<file path="src/pkg/pmx_pkg.sv">
/*
 file holds: constants for the paged memory expansion windows block.
 assumes: included before all design files; no imports, names are used package-qualified.
*/
package pmx_pkg;
	// ==========================================================
	// register offsets (byte addresses on the register port)
	localparam logic [7:0] off_line_assign = 8'h2d;
	localparam logic [7:0] off_win_size = 8'h56;
	localparam logic [7:0] off_win_base = 8'h57;
	localparam logic [7:0] off_bank_one = 8'h58;
	localparam logic [7:0] off_bank_two = 8'h59;
	localparam logic [7:0] off_mem_config = 8'h3f;
	localparam logic [7:0] off_nv_map = 8'h37;
	// ==========================================================
	// reset values
	localparam logic [7:0] rst_line_assign = 8'h00;
	localparam logic [7:0] rst_win_size = 8'h00;
	localparam logic [7:0] rst_win_base = 8'h00;
	localparam logic [7:0] rst_bank = 8'h00;
	localparam logic [7:0] rst_nv_map = 8'h00;
	localparam logic [1:0] rst_mem_config = 2'h0;
	// ==========================================================
	// writable masks (unimplemented bits read zero)
	localparam logic [7:0] mask_line_assign = 8'h3f;
	localparam logic [7:0] mask_win_size = 8'hf3;
	localparam logic [7:0] mask_win_base = 8'hee;
	localparam logic [7:0] mask_bank = 8'h7e;
	localparam logic [7:0] mask_nv_map = 8'hf0;
	// ==========================================================
	// field positions
	localparam int pos_size_one = 0;
	localparam int pos_size_two = 4;
	localparam int pos_cs_expand = 6;
	localparam int pos_base_one = 1;
	localparam int pos_base_two = 5;
	localparam int pos_bank_lsb = 1;
	localparam int pos_nv_pos = 4;
	localparam int pos_prog_en = 1;
	localparam int pos_nv_en = 0;
	// ==========================================================
	// window size codes and a window base code
	localparam logic [1:0] size_off = 2'h0;
	localparam logic [1:0] size_8k = 2'h1;
	localparam logic [1:0] size_16k = 2'h2;
	localparam logic [1:0] size_32k = 2'h3;
	localparam logic [2:0] base_quarter = 3'h2;
	// ==========================================================
	// operating modes sampled at reset release
	typedef enum logic [1:0] {
		pmx_mode_single,
		pmx_mode_expanded,
		pmx_mode_boot,
		pmx_mode_test
	} pmx_mode_t;
endpackage

</file>
<file path="src/design/pmx_window_match.sv">
/*
 file holds: one window comparator, yielding hit and the bank-line substitution.
 assumes: combinational; fed from registers and the cpu address on the same clock.
*/
module pmx_window_match (
	input wire logic [1:0] size_code, // window size field
	input wire logic [2:0] base_top, // window base field
	input wire logic [5:0] bank, // bank select value
	input wire logic [15:0] cpu_addr, // cpu address
	output logic hit, // address inside window
	output logic [5:0] lines, // value for expansion lines 18..13
	output logic [2:0] used // which of lines 15..13 the window drives
);
	// ==========================================================
	// base compare and bank placement
	always_comb begin
		hit = 1'b0;
		lines = 6'h00;
		used = 3'h0;
		case (size_code)
			pmx_pkg::size_8k: begin
				hit = (cpu_addr[15:13] == base_top);
				lines = bank;
				used = 3'h7;
			end
			pmx_pkg::size_16k: begin
				hit = (cpu_addr[15:14] == base_top[2:1]);
				lines = {bank[5:1], cpu_addr[13]};
				used = 3'h6;
			end
			pmx_pkg::size_32k: begin
				if (base_top[2]) begin
					hit = cpu_addr[15];
					lines = {bank[5:2], cpu_addr[14:13]};
					used = 3'h4;
				end else if (base_top[1]) begin
					hit = (cpu_addr[15:14] == 2'h1) || (cpu_addr[15:14] == 2'h2);
					lines = {bank[5:2], ~cpu_addr[14], cpu_addr[13]};
					used = 3'h6;
				end else begin
					hit = ~cpu_addr[15];
					lines = {bank[5:2], cpu_addr[14:13]};
					used = 3'h4;
				end
			end
			default: begin
				hit = 1'b0;
			end
		endcase
	end
endmodule

</file>
<file path="src/design/pmx_expansion.sv">
/*
 file holds: top of the paged memory expansion block: registers, window
 priority, pin muxing and on-chip resource decode.
 assumes: single clk, async active-low reset; cpu address is synchronous to clk;
 mode straps arrive from pins and are synchronised here.
*/
// Local design decision: the address-and-strobe port.
module pmx_expansion (
	input wire logic clk, // 125 MHz clock
	input wire logic rst_b, // async reset, active low
	input wire logic [7:0] reg_addr, // register address
	input wire logic [7:0] reg_wdata, // register write data
	input wire logic reg_wr, // write strobe
	input wire logic reg_rd, // read strobe
	output logic [7:0] reg_rdata, // read data, cycle after strobe
	input wire logic [15:0] cpu_addr, // cpu address, same clock
	input wire logic mode_pin_a, // mode strap a, asynchronous
	input wire logic mode_pin_b, // mode strap b, asynchronous
	input wire logic internal_hit, // cpu address hits registers or RAM
	output logic [5:0] expansion_bank_lines, // pin values for lines 18..13
	output logic [5:0] expansion_line_oe, // pin driven as address line
	output logic [15:0] mem_addr_low, // resolved address 15..0 to pins
	output logic external_select, // access goes to external memory
	output logic prog_mem_select, // on-chip program memory answers
	output logic nonvolatile_select, // on-chip nonvolatile memory answers
	output logic [1:0] cs_expand_sel, // chip selects decode expanded address
	output logic window_active // either window hit
);
	// ==========================================================
	// declarations
	logic [1:0] mode_meta;
	logic [1:0] mode_sync;
	logic rst_seen;
	logic [7:0] port_g_line_assignment;
	logic [7:0] window_size_register;
	logic [7:0] window_base_register;
	logic [7:0] window_one_bank_select;
	logic [7:0] window_two_bank_select;
	logic [7:0] nonvolatile_map;
	logic program_memory_enable;
	logic data_nonvolatile_enable;
	logic hit_one;
	logic hit_two;
	logic [5:0] lines_one;
	logic [5:0] lines_two;
	logic [2:0] used_one;
	logic [2:0] used_two;
	logic [5:0] next_lines;
	logic [5:0] next_oe;
	logic [15:0] next_addr_low;
	logic next_prog;
	logic next_nv;
	logic next_ext;
	logic [7:0] next_rdata;
	logic [3:0] nonvolatile_map_position;

	// ==========================================================
	// register read decode, shared by the read port
	function automatic logic [7:0] read_reg(input logic [7:0] a, input logic [7:0] la,
		input logic [7:0] sz, input logic [7:0] bs, input logic [7:0] b1,
		input logic [7:0] b2, input logic [7:0] nv, input logic pe, input logic ne);
		logic [7:0] r;
		r = 8'h00;
		case (a)
			pmx_pkg::off_line_assign: r = la & pmx_pkg::mask_line_assign;
			pmx_pkg::off_win_size: r = sz & pmx_pkg::mask_win_size;
			pmx_pkg::off_win_base: r = bs & pmx_pkg::mask_win_base;
			pmx_pkg::off_bank_one: r = b1 & pmx_pkg::mask_bank;
			pmx_pkg::off_bank_two: r = b2 & pmx_pkg::mask_bank;
			pmx_pkg::off_nv_map: r = nv & pmx_pkg::mask_nv_map;
			pmx_pkg::off_mem_config: r = {6'h00, pe, ne};
			default: r = 8'h00;
		endcase
		return r;
	endfunction

	// ==========================================================
	// strap pair to operating mode
	function automatic pmx_pkg::pmx_mode_t strap_mode(input logic [1:0] s);
		pmx_pkg::pmx_mode_t m;
		case (s)
			2'h0: m = pmx_pkg::pmx_mode_single;
			2'h1: m = pmx_pkg::pmx_mode_expanded;
			2'h2: m = pmx_pkg::pmx_mode_boot;
			default: m = pmx_pkg::pmx_mode_test;
		endcase
		return m;
	endfunction

	// ==========================================================
	// strap synchroniser: two flops before any logic looks
	// not reset, so the straps are already settled when reset lifts
	always_ff @(posedge clk) begin
		mode_meta <= {mode_pin_b, mode_pin_a};
		mode_sync <= mode_meta;
	end

	// ==========================================================
	// marks the first edge after reset release
	always_ff @(posedge clk or negedge rst_b) begin
		if (!rst_b) begin
			rst_seen <= 1'b0;
		end else begin
			rst_seen <= 1'b1;
		end
	end

	// ==========================================================
	// memory enables: program enable forced from single or test mode out of reset, then both writable
	always_ff @(posedge clk or negedge rst_b) begin
		if (!rst_b) begin
			program_memory_enable <= pmx_pkg::rst_mem_config[pmx_pkg::pos_prog_en];
			data_nonvolatile_enable <= pmx_pkg::rst_mem_config[pmx_pkg::pos_nv_en];
		end else if (!rst_seen) begin
			case (strap_mode(mode_sync))
				pmx_pkg::pmx_mode_single: program_memory_enable <= 1'b1;
				pmx_pkg::pmx_mode_test: program_memory_enable <= 1'b0;
				default: program_memory_enable <= program_memory_enable;
			endcase
		end else if (reg_wr && reg_addr == pmx_pkg::off_mem_config) begin
			program_memory_enable <= reg_wdata[pmx_pkg::pos_prog_en];
			data_nonvolatile_enable <= reg_wdata[pmx_pkg::pos_nv_en];
		end
	end

	// ==========================================================
	// window configuration registers
	always_ff @(posedge clk or negedge rst_b) begin
		if (!rst_b) begin
			port_g_line_assignment <= pmx_pkg::rst_line_assign;
			window_size_register <= pmx_pkg::rst_win_size;
			window_base_register <= pmx_pkg::rst_win_base;
			window_one_bank_select <= pmx_pkg::rst_bank;
			window_two_bank_select <= pmx_pkg::rst_bank;
			nonvolatile_map <= pmx_pkg::rst_nv_map;
		end else if (reg_wr) begin
			case (reg_addr)
				pmx_pkg::off_line_assign:
					port_g_line_assignment <= reg_wdata & pmx_pkg::mask_line_assign;
				pmx_pkg::off_win_size:
					window_size_register <= reg_wdata & pmx_pkg::mask_win_size;
				pmx_pkg::off_win_base:
					window_base_register <= reg_wdata & pmx_pkg::mask_win_base;
				pmx_pkg::off_bank_one:
					window_one_bank_select <= reg_wdata & pmx_pkg::mask_bank;
				pmx_pkg::off_bank_two:
					window_two_bank_select <= reg_wdata & pmx_pkg::mask_bank;
				pmx_pkg::off_nv_map:
					nonvolatile_map <= reg_wdata & pmx_pkg::mask_nv_map;
				default: nonvolatile_map <= nonvolatile_map;
			endcase
		end
	end

	// ==========================================================
	// read port: data in the cycle after the strobe, zero otherwise
	always_comb begin
		next_rdata = read_reg(reg_addr, port_g_line_assignment, window_size_register,
			window_base_register, window_one_bank_select, window_two_bank_select,
			nonvolatile_map, program_memory_enable, data_nonvolatile_enable);
	end

	always_ff @(posedge clk or negedge rst_b) begin
		if (!rst_b) begin
			reg_rdata <= 8'h00;
		end else if (reg_rd) begin
			reg_rdata <= next_rdata;
		end else begin
			reg_rdata <= 8'h00;
		end
	end

	// ==========================================================
	// the two window comparators
	pmx_window_match u_win_one (
		.size_code(window_size_register[pmx_pkg::pos_size_one +: 2]),
		.base_top(window_base_register[pmx_pkg::pos_base_one +: 3]),
		.bank(window_one_bank_select[pmx_pkg::pos_bank_lsb +: 6]),
		.cpu_addr(cpu_addr),
		.hit(hit_one),
		.lines(lines_one),
		.used(used_one)
	);

	pmx_window_match u_win_two (
		.size_code(window_size_register[pmx_pkg::pos_size_two +: 2]),
		.base_top(window_base_register[pmx_pkg::pos_base_two +: 3]),
		.bank(window_two_bank_select[pmx_pkg::pos_bank_lsb +: 6]),
		.cpu_addr(cpu_addr),
		.hit(hit_two),
		.lines(lines_two),
		.used(used_two)
	);

	assign nonvolatile_map_position = nonvolatile_map[pmx_pkg::pos_nv_pos +: 4];

	// ==========================================================
	// expansion line value, priority and pin substitution
	always_comb begin
		logic [5:0] win_lines;
		logic [2:0] low_used;
		logic in_prog;
		logic in_nv;
		win_lines = 6'h00;
		in_prog = 1'b0;
		in_nv = 1'b0;
		low_used = used_one | used_two;
		if (hit_one) begin
			win_lines = lines_one;
		end else if (hit_two) begin
			win_lines = lines_two;
		end
		next_lines = win_lines;
		next_addr_low = cpu_addr;
		for (int i = 0; i < 3; i++) begin
			if (!low_used[i]) begin
				next_lines[i] = cpu_addr[13 + i];
			end else if ((hit_one || hit_two) && port_g_line_assignment[i]) begin
				next_addr_low[13 + i] = win_lines[i];
			end else begin
				next_addr_low[13 + i] = cpu_addr[13 + i];
			end
		end
		next_oe = port_g_line_assignment[5:0];
		// program memory sits high, from address a000 upward
		in_prog = program_memory_enable && (cpu_addr >= 16'ha000);
		in_nv = data_nonvolatile_enable && (cpu_addr[15:12] == nonvolatile_map_position)
			&& (cpu_addr[11:0] >= 12'hd80);
		next_nv = in_nv && !internal_hit;
		next_prog = in_prog && !internal_hit && !in_nv
			&& (!(hit_one || hit_two) || win_lines[5:3] == 3'h0);
		next_ext = !internal_hit && !next_nv && !next_prog;
	end

	// ==========================================================
	// registered outputs
	always_ff @(posedge clk or negedge rst_b) begin
		if (!rst_b) begin
			expansion_bank_lines <= 6'h00;
			expansion_line_oe <= 6'h00;
			mem_addr_low <= 16'h0000;
			external_select <= 1'b0;
			prog_mem_select <= 1'b0;
			nonvolatile_select <= 1'b0;
			cs_expand_sel <= 2'h0;
			window_active <= 1'b0;
		end else begin
			expansion_bank_lines <= next_lines & port_g_line_assignment[5:0];
			expansion_line_oe <= next_oe;
			mem_addr_low <= next_addr_low;
			external_select <= next_ext;
			prog_mem_select <= next_prog;
			nonvolatile_select <= next_nv;
			cs_expand_sel <= window_size_register[pmx_pkg::pos_cs_expand +: 2];
			window_active <= hit_one || hit_two;
		end
	end
endmodule

</file>
<file path="config.mk">
export PLATFORM = sky130hd
export DESIGN_NAME = pmx_expansion
export DESIGN_NICKNAME = d
export VERILOG_FILES = /design/src/pkg/pmx_pkg.sv /design/src/design/pmx_window_match.sv /design/src/design/pmx_expansion.sv
export SDC_FILE = /design/constraint.sdc
export NUM_CORES = 1
export LEC_CHECK = 0
export BUFFER_PORTS_ARGS = -buffer_cell sky130_fd_sc_hd__buf_2
export CAP_MARGIN = 30
export CORE_ASPECT_RATIO = 1.4
export CORE_MARGIN = 2
export CORE_UTILIZATION = 50
export DETAILED_ROUTE_END_ITERATION = 8
export PLACE_DENSITY_LB_ADDON = 0.12
export SLEW_MARGIN = 30
export SYNTH_ARGS = -nofsm -noshare
export SYNTH_HDL_FRONTEND = slang
export SYNTH_SLANG_ARGS = --single-unit
</file>
<file path="constraint.sdc">
create_clock -name clk -period 5.8 [get_ports clk]
set_clock_uncertainty 0.15 [all_clocks]
set_input_delay 0.58 -clock clk [delete_from_list [all_inputs] [get_ports clk]]
set_output_delay 0.58 -clock clk [all_outputs]
set_load 0.01 [all_outputs]
</file>
# Word-level counts from Yosys, hierarchy flattened
# Cells that the tools add are included.
[op_classes]
muxes = 36
reduce_logical = 33
bitwise = 4
n_eq_ne = 24
magnitude_cmp = 2
[ops]
columns = ["operator", "count"]
rows = [
  ["$pmux 8 s7", 1],
  ["$pmux 6 s3", 2],
  ["$eq 8x7->1 const B", 4],
  ["$eq 8x6->1 const B", 3],
  ["$pmux 3 s3", 2],
  ["$ge 16x16->1 const B", 1],
  ["$reduce_and 2->1", 8],
  ["$mux 1", 15],
  ["$eq 2x2->1 const B", 7],
  ["$mux 2", 7],
  ["$logic_and 1x1->1", 13],
  ["$ge 12x12->1 const B", 1],
  ["$mux 6", 2],
  ["$eq 2x1->1 const B", 4],
  ["$mux 8", 1],
  ["$and 6x6->6", 1],
  ["$eq 3x3->1", 2],
  ["$mux 3", 2],
  ["$pmux 1 s3", 2],
  ["$pmux 2 s3", 1],
  ["$logic_not 1->1", 5],
  ["$eq 2x2->1", 2],
  ["$eq 4x4->1", 1],
  ["$logic_not 2->1", 2],
  ["other kinds (7)", 10],
]
[word_totals]
ff_bits = 83
in_bits = 39
elab_cells = 119
output_inout_bits = 42

# Depth between registers and ports, before layout
# Gate-level depths: netlist of run 1.
[logic_depth]
ltp_word = 12
ltp_mapped = 10
mapped_depth_nobuf = 8

# Modules after synthesis
# A second synthesis of run 1 with hierarchy kept.
[hier_totals]
cells_unflattened = 297
area_unflattened_um2 = 3651.0
[by_module_without_submodules]
columns = ["mod", "n_inst", "area_per_inst_um2", "cells_each", "seq_area_each_um2"]
rows = [
  ["pmx_expansion", 1, 3330.7, 247, 2057.0],
  ["pmx_window_match", 2, 160.2, 25, 0.0],
]

# Worst setup path after synthesis of run 1
# OpenSTA, ideal clock, no wires.
[synth_timing]
kind = "in2reg"
start = "input port cpu_addr[14]"
end = "register mem_addr_low[13]"
arrival_ns = 2.380
required_time_ns = 5.524
path_slack_ns = 3.144
cell_stages = 9
n_path_buf = 2
setup_ns = 0.126
path_cell_list = "buf_6 -> inv_1 -> ha_1 -> nand4b_1 -> nand4_1 -> a2111oi_4 -> and4b_1 -> buf_6 -> a221o_1"
[synth_between]
elab_chain_cells = 9
word_cells_on_any_way = 19
classes_between = "eq/ne: 6; mux: 10; reduce/logical: 3"
[synth_rtl]
columns = ["element", "line_no", "text"]
rows = [
  ["start, declared", "pmx_expansion.sv:16", "input wire logic [15:0] cpu_addr,"],
  ["$eq 2x1->1 / $eq 2x2->1 (equally long branches)", "pmx_window_match.sv:37", "hit = (cpu_addr[15:14] == 2'h1) || (cpu_addr[15:14] == 2'h2);"],
  ["$logic_or 1x1->1", "pmx_window_match.sv:37", ""],
  ["$mux 1", "pmx_window_match.sv:36", "end else if (base_top[1]) begin"],
  ["$mux 1", "pmx_window_match.sv:32", "if (base_top[2]) begin"],
  ["$pmux 1 s3", "pmx_window_match.sv:20", "case (size_code)"],
  ["$mux 6 / $logic_or 1x1->1 (equally long branches)", "pmx_expansion.sv:210, pmx_expansion.sv:218", ""],
  ["$mux 6 / $logic_and 1x1->1 (equally long branches)", "pmx_expansion.sv:208, pmx_expansion.sv:218", ""],
  ["$mux 1 (*)", "pmx_expansion.sv:218", "end else if ((hit_one || hit_two) && port_g_line_assignment[i]) begin"],
  ["$mux 1 (*)", "pmx_expansion.sv:216", "if (!low_used[i]) begin"],
  ["via next_addr_low[13]", "pmx_expansion.sv:50", "logic [15:0] next_addr_low;"],
  ["end signal, assigned", "pmx_expansion.sv:250", "mem_addr_low <= next_addr_low;"],
  ["end, declared", "pmx_expansion.sv:22", "output logic [15:0] mem_addr_low,"],
]
# The timed path passes the listed nets; every way through them passes the cells marked *.
# A chain may end at the register's enable or synchronous reset.

# Final worst setup path of run 1
[layout_timing]
start = "input port cpu_addr[14]"
end = "register mem_addr_low[15]"
# The elaborated chain is that of the path after synthesis.

==> results.md, run 1 <==
* Ant. Diodes at 0
* Synth top area cells: dfrtp_1, mux2_2, nand2_1
* Sequential-to-total area share from yosys stat at 0.5588
* Routability cong. at 0.8711
* Min-delay worst type: input pin to async pin
* Largest net degree at the start of global routing at 80
* CP cell instances: buf_2 -> inv_1 -> ha_1 -> nand4b_1 -> nand4_1 -> a2111oi_4 -> and4b_1 -> a221o_1
* Die span in x at about 77 um
* Delay of the slowest critical-path stage at around 770 ps
* # fillers at 635
* Non-Filler Instances at approximately 490
* Starting Density at 0.5097
* Yosys top cell by area: dfrtp_1
* Reg2Reg Launch Point: window_size_register[0]$_DFFE_PN0P_
* Sum Neg Setup Slack at 0 ps
* Reg2Reg Depth at 5
* Core footprint at 7222 um^2
* Mapped cell area at roughly 3700 um^2
* CTS clk-pin slew, worst paths at about 70 ps
* Overflow left after global routing at 0
* Critical path type: input pin to flop
* Placed cells at between 400 and 500
* Pre-antenna DRT Iters at 4
* H-tree Lvls at 3
* WHS at between 80 and 90 ps
* Crit. End Element: flop
* Drt via density at 5.772
* Total CTS buffers at 9
* Overall power at between 1 and 1.5 mW
* Worst reg-to-reg setup slack at between 3000 and 4000 ps
* Setup violators final at 0
* Cts hold-fix bufs at 0
* Top_reg_cell synth: dfrtp_1
* Final wirelength at between 8000 and 9000 um
* All-Layer GR Usage at 0.2348
* Final max-slew violation count at 0
* Leakage power at roughly 2.2 nW
* Async S/R FF share, synth at 0.9518
* Max-slew headroom at 0.5107
* CTS tree: built
* Synthesis-stage register bit count at 83
* CP arrival at between 3000 and 4000 ps
* Initial antenna violation count at 0
* Final ANT Viol Nets at 0
* Initial DRC count at between 200 and 250
* Synth-to-Final Area Change at 17.30%
* Post-synth top area share at 0.5370
* EDFF count, synth at 0
* R2R Path End: mem_addr_low[15]$_DFF_PN0_
* Worst-Margin Slew at roughly 730 ps
* Avg Cell Area, Syn at around 12 um^2
* Clk Latency, worst-skew pair at ~360 ps
* Layout Nets at approximately 430
* Post-DP HPWL at around 6400 um
* Post-DR wirelength/cell at approximately 18 um
* Crit path required time at about 5900 ps
* Post-synth cell types at 53
* Drt drc at 0
* Die area at 8074 um^2
* Worst-path maximum fanout at 14
* # port buffers at 80
* Synth Net Count at around 350
* Post CTS Setup Buffer Count at 0
* Final hold vios at 0
* Final instance area at roughly 4300 um^2
* Site Rows at 37
* First-pass GRT wire length at approximately 14,000 um
* CTS resizes at 0
* Share of cells above drive strength 1 at 0.3376
* DP Area at roughly 4100 um^2
* Peak supply drop at 0.0001848 V
* CTS sink cnt at 83
* Slowest-stage cell, CP: a2111oi_4
* Root buffer cell: clkbuf_8
* Pwr dens at about 260 nW/um^2
* Unrepaired setup endpoints after global routing: false
* Ports at between 80 and 90
* Die Y-Extent at 105.5 um
* Vias in the first global route at roughly 2,700
* CTS max path bufs at 2
* Max-cap viol count at 0
* Fin crit share at 0.5061
* Startpoint Class: input pin
* Syn Inst Count at about 310
* YS warnings at 0
* Crit path time final at 2936 ps
* Outcome: completed
* Vias post-DR at around 2,800
* Fmax at between 300 and 400 MHz
## cells in the mapped netlist (3+ instances only)
master,instances
nand2_1,23
nor2b_1,7
xnor2_1,6
nor2_1,17
inv_1,6
dfrtp_1,79
a22oi_1,5
a22o_1,6
and3_1,9
buf_2,6
nand4_1,3
nand3_1,8
o211ai_1,3
dfxtp_1,4
nand2b_1,7
nor3b_1,7
a21o_1,4
o21ai_0,9
o21bai_1,3
mux2_2,35
a32oi_1,4
a21oi_1,7
o31ai_1,3
clkbuf_1,4
and2_1,3
a31oi_1,10
## layer usage
layer  vias up  global-route usage  wire length [um]
met5         -                   0                 0
met4         0              0.1377               379
met3        22             0.04880               572
met2       140              0.3805              4413
met1      1367              0.2906              3583
li1       1305                   -                 -
## registers in the layout, summed over array words and instances, names as in the netlist, 2 cells and up
name and count:
window_one_bank_select 6, nonvolatile_map 4, window_size_register 6, expansion_bank_lines 6, expansion_line_oe 6, window_two_bank_select 6
window_base_register 6, mode_sync 2, cs_expand_sel 2, mode_meta 2, port_g_line_assignment 6, reg_rdata 8
mem_addr_low 16
## worst max-delay path: cells and delay by family
family	cells	cell delay, ps
buf+inv	2	350
simple gates	3	630
compound gates	2	1110
fa+ha+maj	1	340
## how the worst max path moves through the flow
stage / start / endpoint / slack (ps) / depth (start not counted)
after global placement: cpu_addr[14] / mem_addr_low[15]$_DFF_PN0_ / 2580 / 8
after floorplan: cpu_addr[14] / mem_addr_low[13]$_DFF_PN0_ / 3140 / 9
after global routing: cpu_addr[14] / mem_addr_low[13]$_DFF_PN0_ / 2680 / 8
after detailed placement: cpu_addr[14] / mem_addr_low[13]$_DFF_PN0_ / 2530 / 8
after CTS: cpu_addr[14] / mem_addr_low[15]$_DFF_PN0_ / 2890 / 8
final: cpu_addr[14] / mem_addr_low[15]$_DFF_PN0_ / 2860 / 8
## area by class of cell
class                      instances  area, um^2  share of cell area
multi-input combinational        211        1530              0.3544
clock inverter                     5       56.30             0.01304
sequential                        83        2057              0.4764
inverter                           6       22.52            0.005216
timing repair buffer              80       406.6             0.09418
tap                               97       121.4             0.02811
clock buffer                       9       123.9             0.02869
## power breakdown
part	total [mW]	internal (mW)	switching, mW	leakage [nW]
clock network	0.393	0.193	0.200	0.0909
logic	0.0996	0.0425	0.0571	0.978
registers	0.625	0.602	0.0230	1.08
total	1.12	0.837	0.280	2.15
## cell usage in the layout, fill, tap and decap left out, drive strengths merged, types with 4 or more instances in the layout
cell type / n
o21ai: 10
a22oi: 5
nor2b: 7
a31oi: 10
nand3: 8
dfxtp: 4
a21oi: 7
buf: 80
a32oi: 4
nor2: 17
a21o: 4
clkbuf: 9
and3: 9
nand2: 23
inv: 6
dfrtp: 79
xnor2: 6
mux2: 35
a22o: 6
nor3b: 7
nand2b: 7
## kinds of logic after synthesis
| family | synth area share |
|---|---|
| simple gates | 0.1465 |
| flops | 0.5588 |
| compound gates | 0.1298 |
| mux | 0.1125 |
| buf+inv | 0.02549 |
| xor+xnor | 0.01904 |
| fa+ha+maj | 0.006797 |
| other cells | 0.001019 |
## through the flow
step	worst slack [ps]	utilization
6_report	2864	0.5979
2_1_floorplan	3144	-
4_1_cts	2893	0.5974
3_5_place_dp	2529	0.5724
5_1_grt	2684	0.5979
3_3_place_gp	2581	0.5724
Power figures use the tool's default switching activity.
==> inputs of run 2 (changes only) <==
--- a/config.mk
+++ b/config.mk
@@ -5,11 +5,12 @@
 export SDC_FILE = /design/constraint.sdc
 export NUM_CORES = 1
 export LEC_CHECK = 0
+export ABC_AREA = 1
 export BUFFER_PORTS_ARGS = -buffer_cell sky130_fd_sc_hd__buf_2
 export CAP_MARGIN = 30
 export CORE_ASPECT_RATIO = 1.4
 export CORE_MARGIN = 2
-export CORE_UTILIZATION = 50
+export CORE_UTILIZATION = 49
 export DETAILED_ROUTE_END_ITERATION = 8
 export PLACE_DENSITY_LB_ADDON = 0.12
 export SLEW_MARGIN = 30
==> constraint.sdc (replaced) <==
create_clock -name clk -period 2.7 [get_ports clk]
set_clock_uncertainty 0.15 [all_clocks]
set_input_delay 0.27 -clock clk [delete_from_list [all_inputs] [get_ports clk]]
set_output_delay 0.27 -clock clk [all_outputs]
set_load 0.01 [all_outputs]
==> results.md, run 2 <==
* Outcome: completed
* Starting Density at 0.4969
* Startpoint Class: flop
* Crit path time final at roughly 1800 ps
* Switching Share at 0.2509
* Worst-path maximum fanout at 7
* Critical path type: flop to flop
* # port buffers at 80
* CP cell instances: nor2_1 -> nor2_2 -> nand3_1 -> nand2_1 -> nand2_2 -> nor2_1 -> nor2_2 -> nand4_1 -> nand2_1 -> inv_1
* Largest Register: mem_addr_low
* Int Power at 1.948 mW
* Initial DRC count at around 190
* Drt via density at between 4 and 5
* Final hold vios at 0
* Commonest non-fill, non-tap cell in the layout: nand2_1
* Overflow left after global routing at 0
* Dpl ws at 676.4 ps
* Vias in the first global route at ~3,200
* Synth Net Count at between 400 and 500
* Async S/R FF share, synth at 0.9518
* Worst setup margin at ~880 ps
* EDFF count, synth at 0
* Sum Neg Setup Slack at 0 ps
* Delay of the slowest critical-path stage at ~470 ps
* Combinational power share at 0.108
* Syn Inst Count at ~440
* Final instance area at around 4700 um^2
* Avg Cell Area, Syn at ~8.7 um^2
* Core footprint at approximately 7700 um^2
* Crit path required time at between 2000 and 3000 ps
* First-pass GRT wire length at 16,170 um
* DP Area at ~4300 um^2
* Synth top area cells: dfrtp_1, nand2_1, inv_1
* All-Layer GR Usage at 0.2611
* Max-cap viol count at 0
* Commonest non-fill, non-tap cells in the layout: nand2_1, dfrtp_1, buf_2
* CTS sink cnt at 83
* Total CTS buffers at 9
* Non-Filler Instances at between 600 and 700
* Die Y-Extent at approximately 110 um
* Ant. Diodes at 0
* CTS clk-pin slew, worst paths at about 80 ps
* Post-synth cell types at 33
* Clock power frac at 0.380
* YS warnings at 0
* CP Launch Point: window_size_register[0]$_DFFE_PN0P_
* Fmax at 549.4 MHz
* CP top delay family: simple AND/OR/NAND/NOR gates
* CTS tree: built
* Placed cells at a little over 600
* Post-DP HPWL at 7958 um
* Die area at roughly 8500 um^2
* Final wirelength at approximately 10,000 um
* Top_reg_cell synth: dfrtp_1
* Setup violators final at 0
* Initial antenna violation count at 0
* Share of cells above drive strength 1 at 0.2991
* Min-delay worst type: input pin to flop
* Yosys top cell by area: dfrtp_1
* Buf+Inv Stages, Crit Path at 1
* Most common cell in the netlist: nand2_1
* Synth-to-Final Area Change at 24.05%
* Unrepaired setup endpoints after global routing: false
* Post-synth top area share at 0.5197
* Drt drc at 0
* CTS max path bufs at 2
* Peak supply drop at roughly 0.00044 V
* Routability cong. at 0.9091
* Synthesis-stage register bit count at 83
* Crit. End Element: flop
* Ports at 81
* Sequential-to-total area share from yosys stat at 0.5408
* Max FFs per register at 16
* Reg2Reg Launch Point: window_size_register[0]$_DFFE_PN0P_
* Top Registers: mem_addr_low (16), reg_rdata (8)
* CP arrival at around 1900 ps
* Slowest-stage cell, CP: dfrtp_1
* Die span in x at approximately 78 um
* Hold_sp: reg_wdata[6]
* Root buffer cell: clkbuf_8
* Clk Latency, worst-skew pair at 360 ps
* Worst-Margin Slew at a little over 600 ps
* Sequential Power Share at 0.511
* Pwr dens at roughly 550 nW/um^2
* P_sw at 0.6526 mW
* Site Rows at 38
* Post-DR wirelength/cell at ~16 um
* Vias post-DR at 3,217
* Fin crit share at 0.6741
* H-tree Lvls at 3
* Post CTS Setup Buffer Count at 0
* Leakage power at 2.436 nW
* Final ANT Viol Nets at 0
* Layout Nets at between 500 and 600
* Final max-slew violation count at 0
* Pre-antenna DRT Iters at 4
* Top cells by count, synth: nand2_1, dfrtp_1, inv_1, nor2_1, o21ai_0
* Max-slew headroom at 0.5917
* Largest net degree at the start of global routing at 45
* Mapped cell area at ~3800 um^2
==> run 2: changes by cell type after synthesis, moves of 9 or more <==
cell / before / now
o21ai_1: 1 / 12
nand2_1: 23 / 99
a31oi_1: 10 / 0
and3_1: 9 / 0
nand2_2: 0 / 18
mux2_2: 35 / 0
o21ai_2: 0 / 19
o21ai_0: 9 / 22
nor2_1: 17 / 35
inv_1: 6 / 53
inv_2: 0 / 17
==> run 2: timing repair <==
action / in CTS / in global routing
resized for setup: 0 / 0
hold buffers: 20 / 0
endpoints found under the setup margin: 0 / 0
endpoints found under the hold margin: 55 / 0
==> run 2: worst register-to-register path, delay by kind of cell, from the launching register on <==
kind,cells,cell delay (ps)
DFF,1,470
and+or+nand+nor,9,1060
buffers and inverters,1,40
==> run 2: kinds of logic (layout without fill, tap and decap cells) <==
kind of cell | count (synthesis) | count (layout) | share of synthesized area
fa+ha+maj | 2 | 2 | 0.006578
flops | 83 | 83 | 0.5408
other cells | 1 | 1 | 0.0009859
simple gates | 186 | 186 | 0.2188
mux | 1 | 1 | 0.002632
buf+inv | 78 | 188 | 0.08585
xor+xnor | 2 | 2 | 0.004606
compound gates | 82 | 82 | 0.1398
==> run 2: metrics by stage <==
stage,hold slack (ps),util,power [mW]
after floorplan,-175.6,-,1.481
after global placement,89.66,0.5608,1.612
after detailed placement,94.43,0.5608,1.614
after CTS,0.1403,0.6164,2.622
after global routing,24.21,0.6164,2.703
final,26.86,0.6164,2.601
==> run 2: final cells by class <==
class,count,area (um^2)
fillers,689,2937
flip-flops and latches,83,2057
inverters,71,267.8
clock buffers,10,137.6
well taps,100,125.1
repair buffers,101,623.1
multi-input cells,274,1420
clock inverters,6,87.58
==> run 2: path summary, 6_finish.rpt <==
path	cells past startpoint	slack, ps	end
max in group asynchronous	3	1560	reg_rdata[2]$_DFF_PN0_
max	10	880	external_select$_DFF_PN0_
min	3	30	nonvolatile_map[6]$_DFFE_PN0P_
min reg2reg	0	180	mode_sync[1]$_DFF_P_
max reg2reg	10	880	external_select$_DFF_PN0_
min in group asynchronous	2	240	mem_addr_low[6]$_DFF_PN0_
==> run 2: power by group through the flow <==
stage | Combinational [mW] | Clock (mW) | Sequential (mW)
floorplan | 0.125 | 0 | 1.36
global placement | 0.259 | 0 | 1.35
detailed placement | 0.260 | 0 | 1.35
CTS | 0.283 | 1.01 | 1.33
global route | 0.317 | 1.05 | 1.34
finish | 0.282 | 0.989 | 1.33
==> run 2: layer usage <==
layer / GRT usage / share of wire / routed length, um / vias up
met3: 0.04841 / 0.045 / 456 / 20
met1: 0.3174 / 0.42 / 4328 / 1495
met4: 0.1140 / 0.033 / 333 / 0
met5: 0 / 0 / 0 / -
li1: - / - / - / 1594
met2: 0.4532 / 0.50 / 5125 / 108
==> inputs of run 3 (changes only) <==
--- a/config.mk
+++ b/config.mk
@@ -10,7 +10,7 @@
 export CAP_MARGIN = 30
 export CORE_ASPECT_RATIO = 1.4
 export CORE_MARGIN = 2
-export CORE_UTILIZATION = 49
+export CORE_UTILIZATION = 50
 export DETAILED_ROUTE_END_ITERATION = 8
 export PLACE_DENSITY_LB_ADDON = 0.12
 export SLEW_MARGIN = 30
==> constraint.sdc (replaced) <==
create_clock -name clk -period 1.79 [get_ports clk]
set_clock_uncertainty 0.15 [all_clocks]
set_input_delay 0.179 -clock clk [delete_from_list [all_inputs] [get_ports clk]]
set_output_delay 0.179 -clock clk [all_outputs]
set_load 0.01 [all_outputs]
==> results.md, run 3 (synthesis results as in run 2) <==
* Crit path time final at 1673 ps
* First-pass GRT wire length at around 16,000 um
* Root buffer cell: clkbuf_8
* Crit. End Element: flop
* Worst-Margin Slew at approximately 500 ps
* Initial DRC count at between 100 and 150
* Vias post-DR at ~3,300
* Max-slew headroom at 0.6648
* All-Layer GR Usage at 0.2628
* Layout Nets at 601
* Clock power frac at 0.418
* Final wirelength at 10,340 um
* Peak supply drop at ~0.00079 V
* Largest Register: mem_addr_low
* Vias in the first global route at 3,223
* P_sw at 0.9486 mW
* Top Registers: mem_addr_low (16), reg_rdata (8)
* Post-DR wirelength/cell at roughly 16 um
* Pre-antenna DRT Iters at 7
* Placed cells at 617
* Starting Density at 0.5167
* Commonest non-fill, non-tap cells in the layout: nand2_1, buf_2, dfrtp_1
* Min-delay worst type: input pin to flop
* Sequential Power Share at 0.474
* Final instance area at 4950 um^2
* Die span in x at 77.72 um
* DP Area at between 4000 and 5000 um^2
* Unrepaired setup endpoints after global routing: false
* Drt drc at 0
* Clk Latency, worst-skew pair at 360 ps
* CTS clk-pin slew, worst paths at 80 ps
* Final ANT Viol Nets at 0
* Ports at between 80 and 90
* Drt via density at between 4 and 5
* CTS tree: built
* Switching Share at 0.2242
* Core footprint at about 7400 um^2
* Outcome: completed
* Sum Neg Setup Slack at 0 ps
* Die area at between 8000 and 9000 um^2
* Leakage power at roughly 2.6 nW
* Largest net degree at the start of global routing at 40
* Critical path type: flop to flop
* Synth-to-Final Area Change at 30.13%
* # port buffers at 80
* Initial antenna violation count at 0
* Overflow left after global routing at 0
* CP arrival at 1810 ps
* Crit path required time at 1920 ps
* Final hold vios at 0
* Final max-slew violation count at 0
* Commonest non-fill, non-tap cell in the layout: nand2_1
* Fmax at between 500 and 600 MHz
* Pwr dens at 854.8 nW/um^2
* Final Core Density at 0.6724
* CTS sink cnt at 83
* Setup violators final at 0
* Overall power at 4.231 mW
* Site Rows at 37
* Combinational power share at 0.108
* Routability cong. at between 0.9 and 1
* Ant. Diodes at 0
* Fin crit share at 0.9347
* Worst-path maximum fanout at 7
* Die Y-Extent at 107.2 um
* Int Power at 3.282 mW
* Max-cap viol count at 0
* Share of cells above drive strength 1 at 0.3221
* # fillers at a little over 600
* Post-DP HPWL at a little under 8000 um
* Startpoint Class: flop
* Non-Filler Instances at between 600 and 700
* CTS max path bufs at 2
* Total CTS buffers at 9
* H-tree Lvls at 3
* Max FFs per register at 16
==> run 3: metrics by stage <==
step           worst slack, ps  hold WS (ps)
2_1_floorplan            229.9        -266.6
3_3_place_gp             36.37         24.33
3_5_place_dp             22.23         29.46
4_1_cts                  81.60         49.19
5_1_grt                 0.7654         85.38
6_report                 116.8         54.72
==> run 3: final cells by class <==
| type | count | area (um^2) | share of cell area |
|---|---|---|---|
| clock inverters | 4 | 120.1 | 0.02427 |
| inverters | 71 | 270.3 | 0.05460 |
| clock buffers | 12 | 155.1 | 0.03134 |
| well taps | 97 | 121.4 | 0.02452 |
| multi-input cells | 274 | 1435 | 0.2899 |
| flip-flops and latches | 83 | 2062 | 0.4166 |
| repair buffers | 121 | 785.8 | 0.1587 |
==> run 3: critical path, cell delays in order, from the launching register on <==
cell,delay (ps)
dfrtp_2,480
inv_2,80
nand2_1,50
nand2_2,90
inv_2,40
nand3_1,90
nand3_2,180
nor2_4,170
nand2_1,60
nand2_1,90
nand2_1,50
o21ai_1,60
==> run 3: path summary, 6_finish.rpt <==
| path | startpoint | end | slack, ps | depth (start not counted) |
|---|---|---|---|---|
| max | window_base_register[2]$_DFFE_PN0P_ | mem_addr_low[13]$_DFF_PN0_ | 120 | 11 |
| min | reg_wdata[1] | window_base_register[1]$_DFFE_PN0P_ | 50 | 3 |
| max reg2reg | window_base_register[2]$_DFFE_PN0P_ | mem_addr_low[13]$_DFF_PN0_ | 120 | 11 |
| min reg2reg | mode_meta[0]$_DFF_P_ | mode_sync[0]$_DFF_P_ | 180 | 0 |
| max in group asynchronous | rst_b | window_base_register[2]$_DFFE_PN0P_ | 710 | 3 |
| min in group asynchronous | rst_b | expansion_line_oe[5]$_DFF_PN0_ | 190 | 2 |
==> run 3: what timing repair did <==
action,4_1_cts,5_1_grt
hold endpoints to repair,68,0
buffers inserted,0,4
hold buffers,25,0
setup endpoints to repair,0,8
resized for setup,0,10
==> run 3: power by group through the flow <==
stage	clock, mW	sequential (mW)	combinational, mW
2_1_floorplan	0	2.05	0.188
3_3_place_gp	0	2.04	0.400
3_5_place_dp	0	2.04	0.405
4_1_cts	1.80	2.00	0.449
5_1_grt	1.86	2.01	0.509
6_report	1.77	2.01	0.456
==> run 3: layer usage <==
metal  global-route usage  share of wire
met1               0.3121           0.41
met2               0.4507           0.50
met3              0.04209          0.051
met4               0.1467          0.036
met5                    0              0
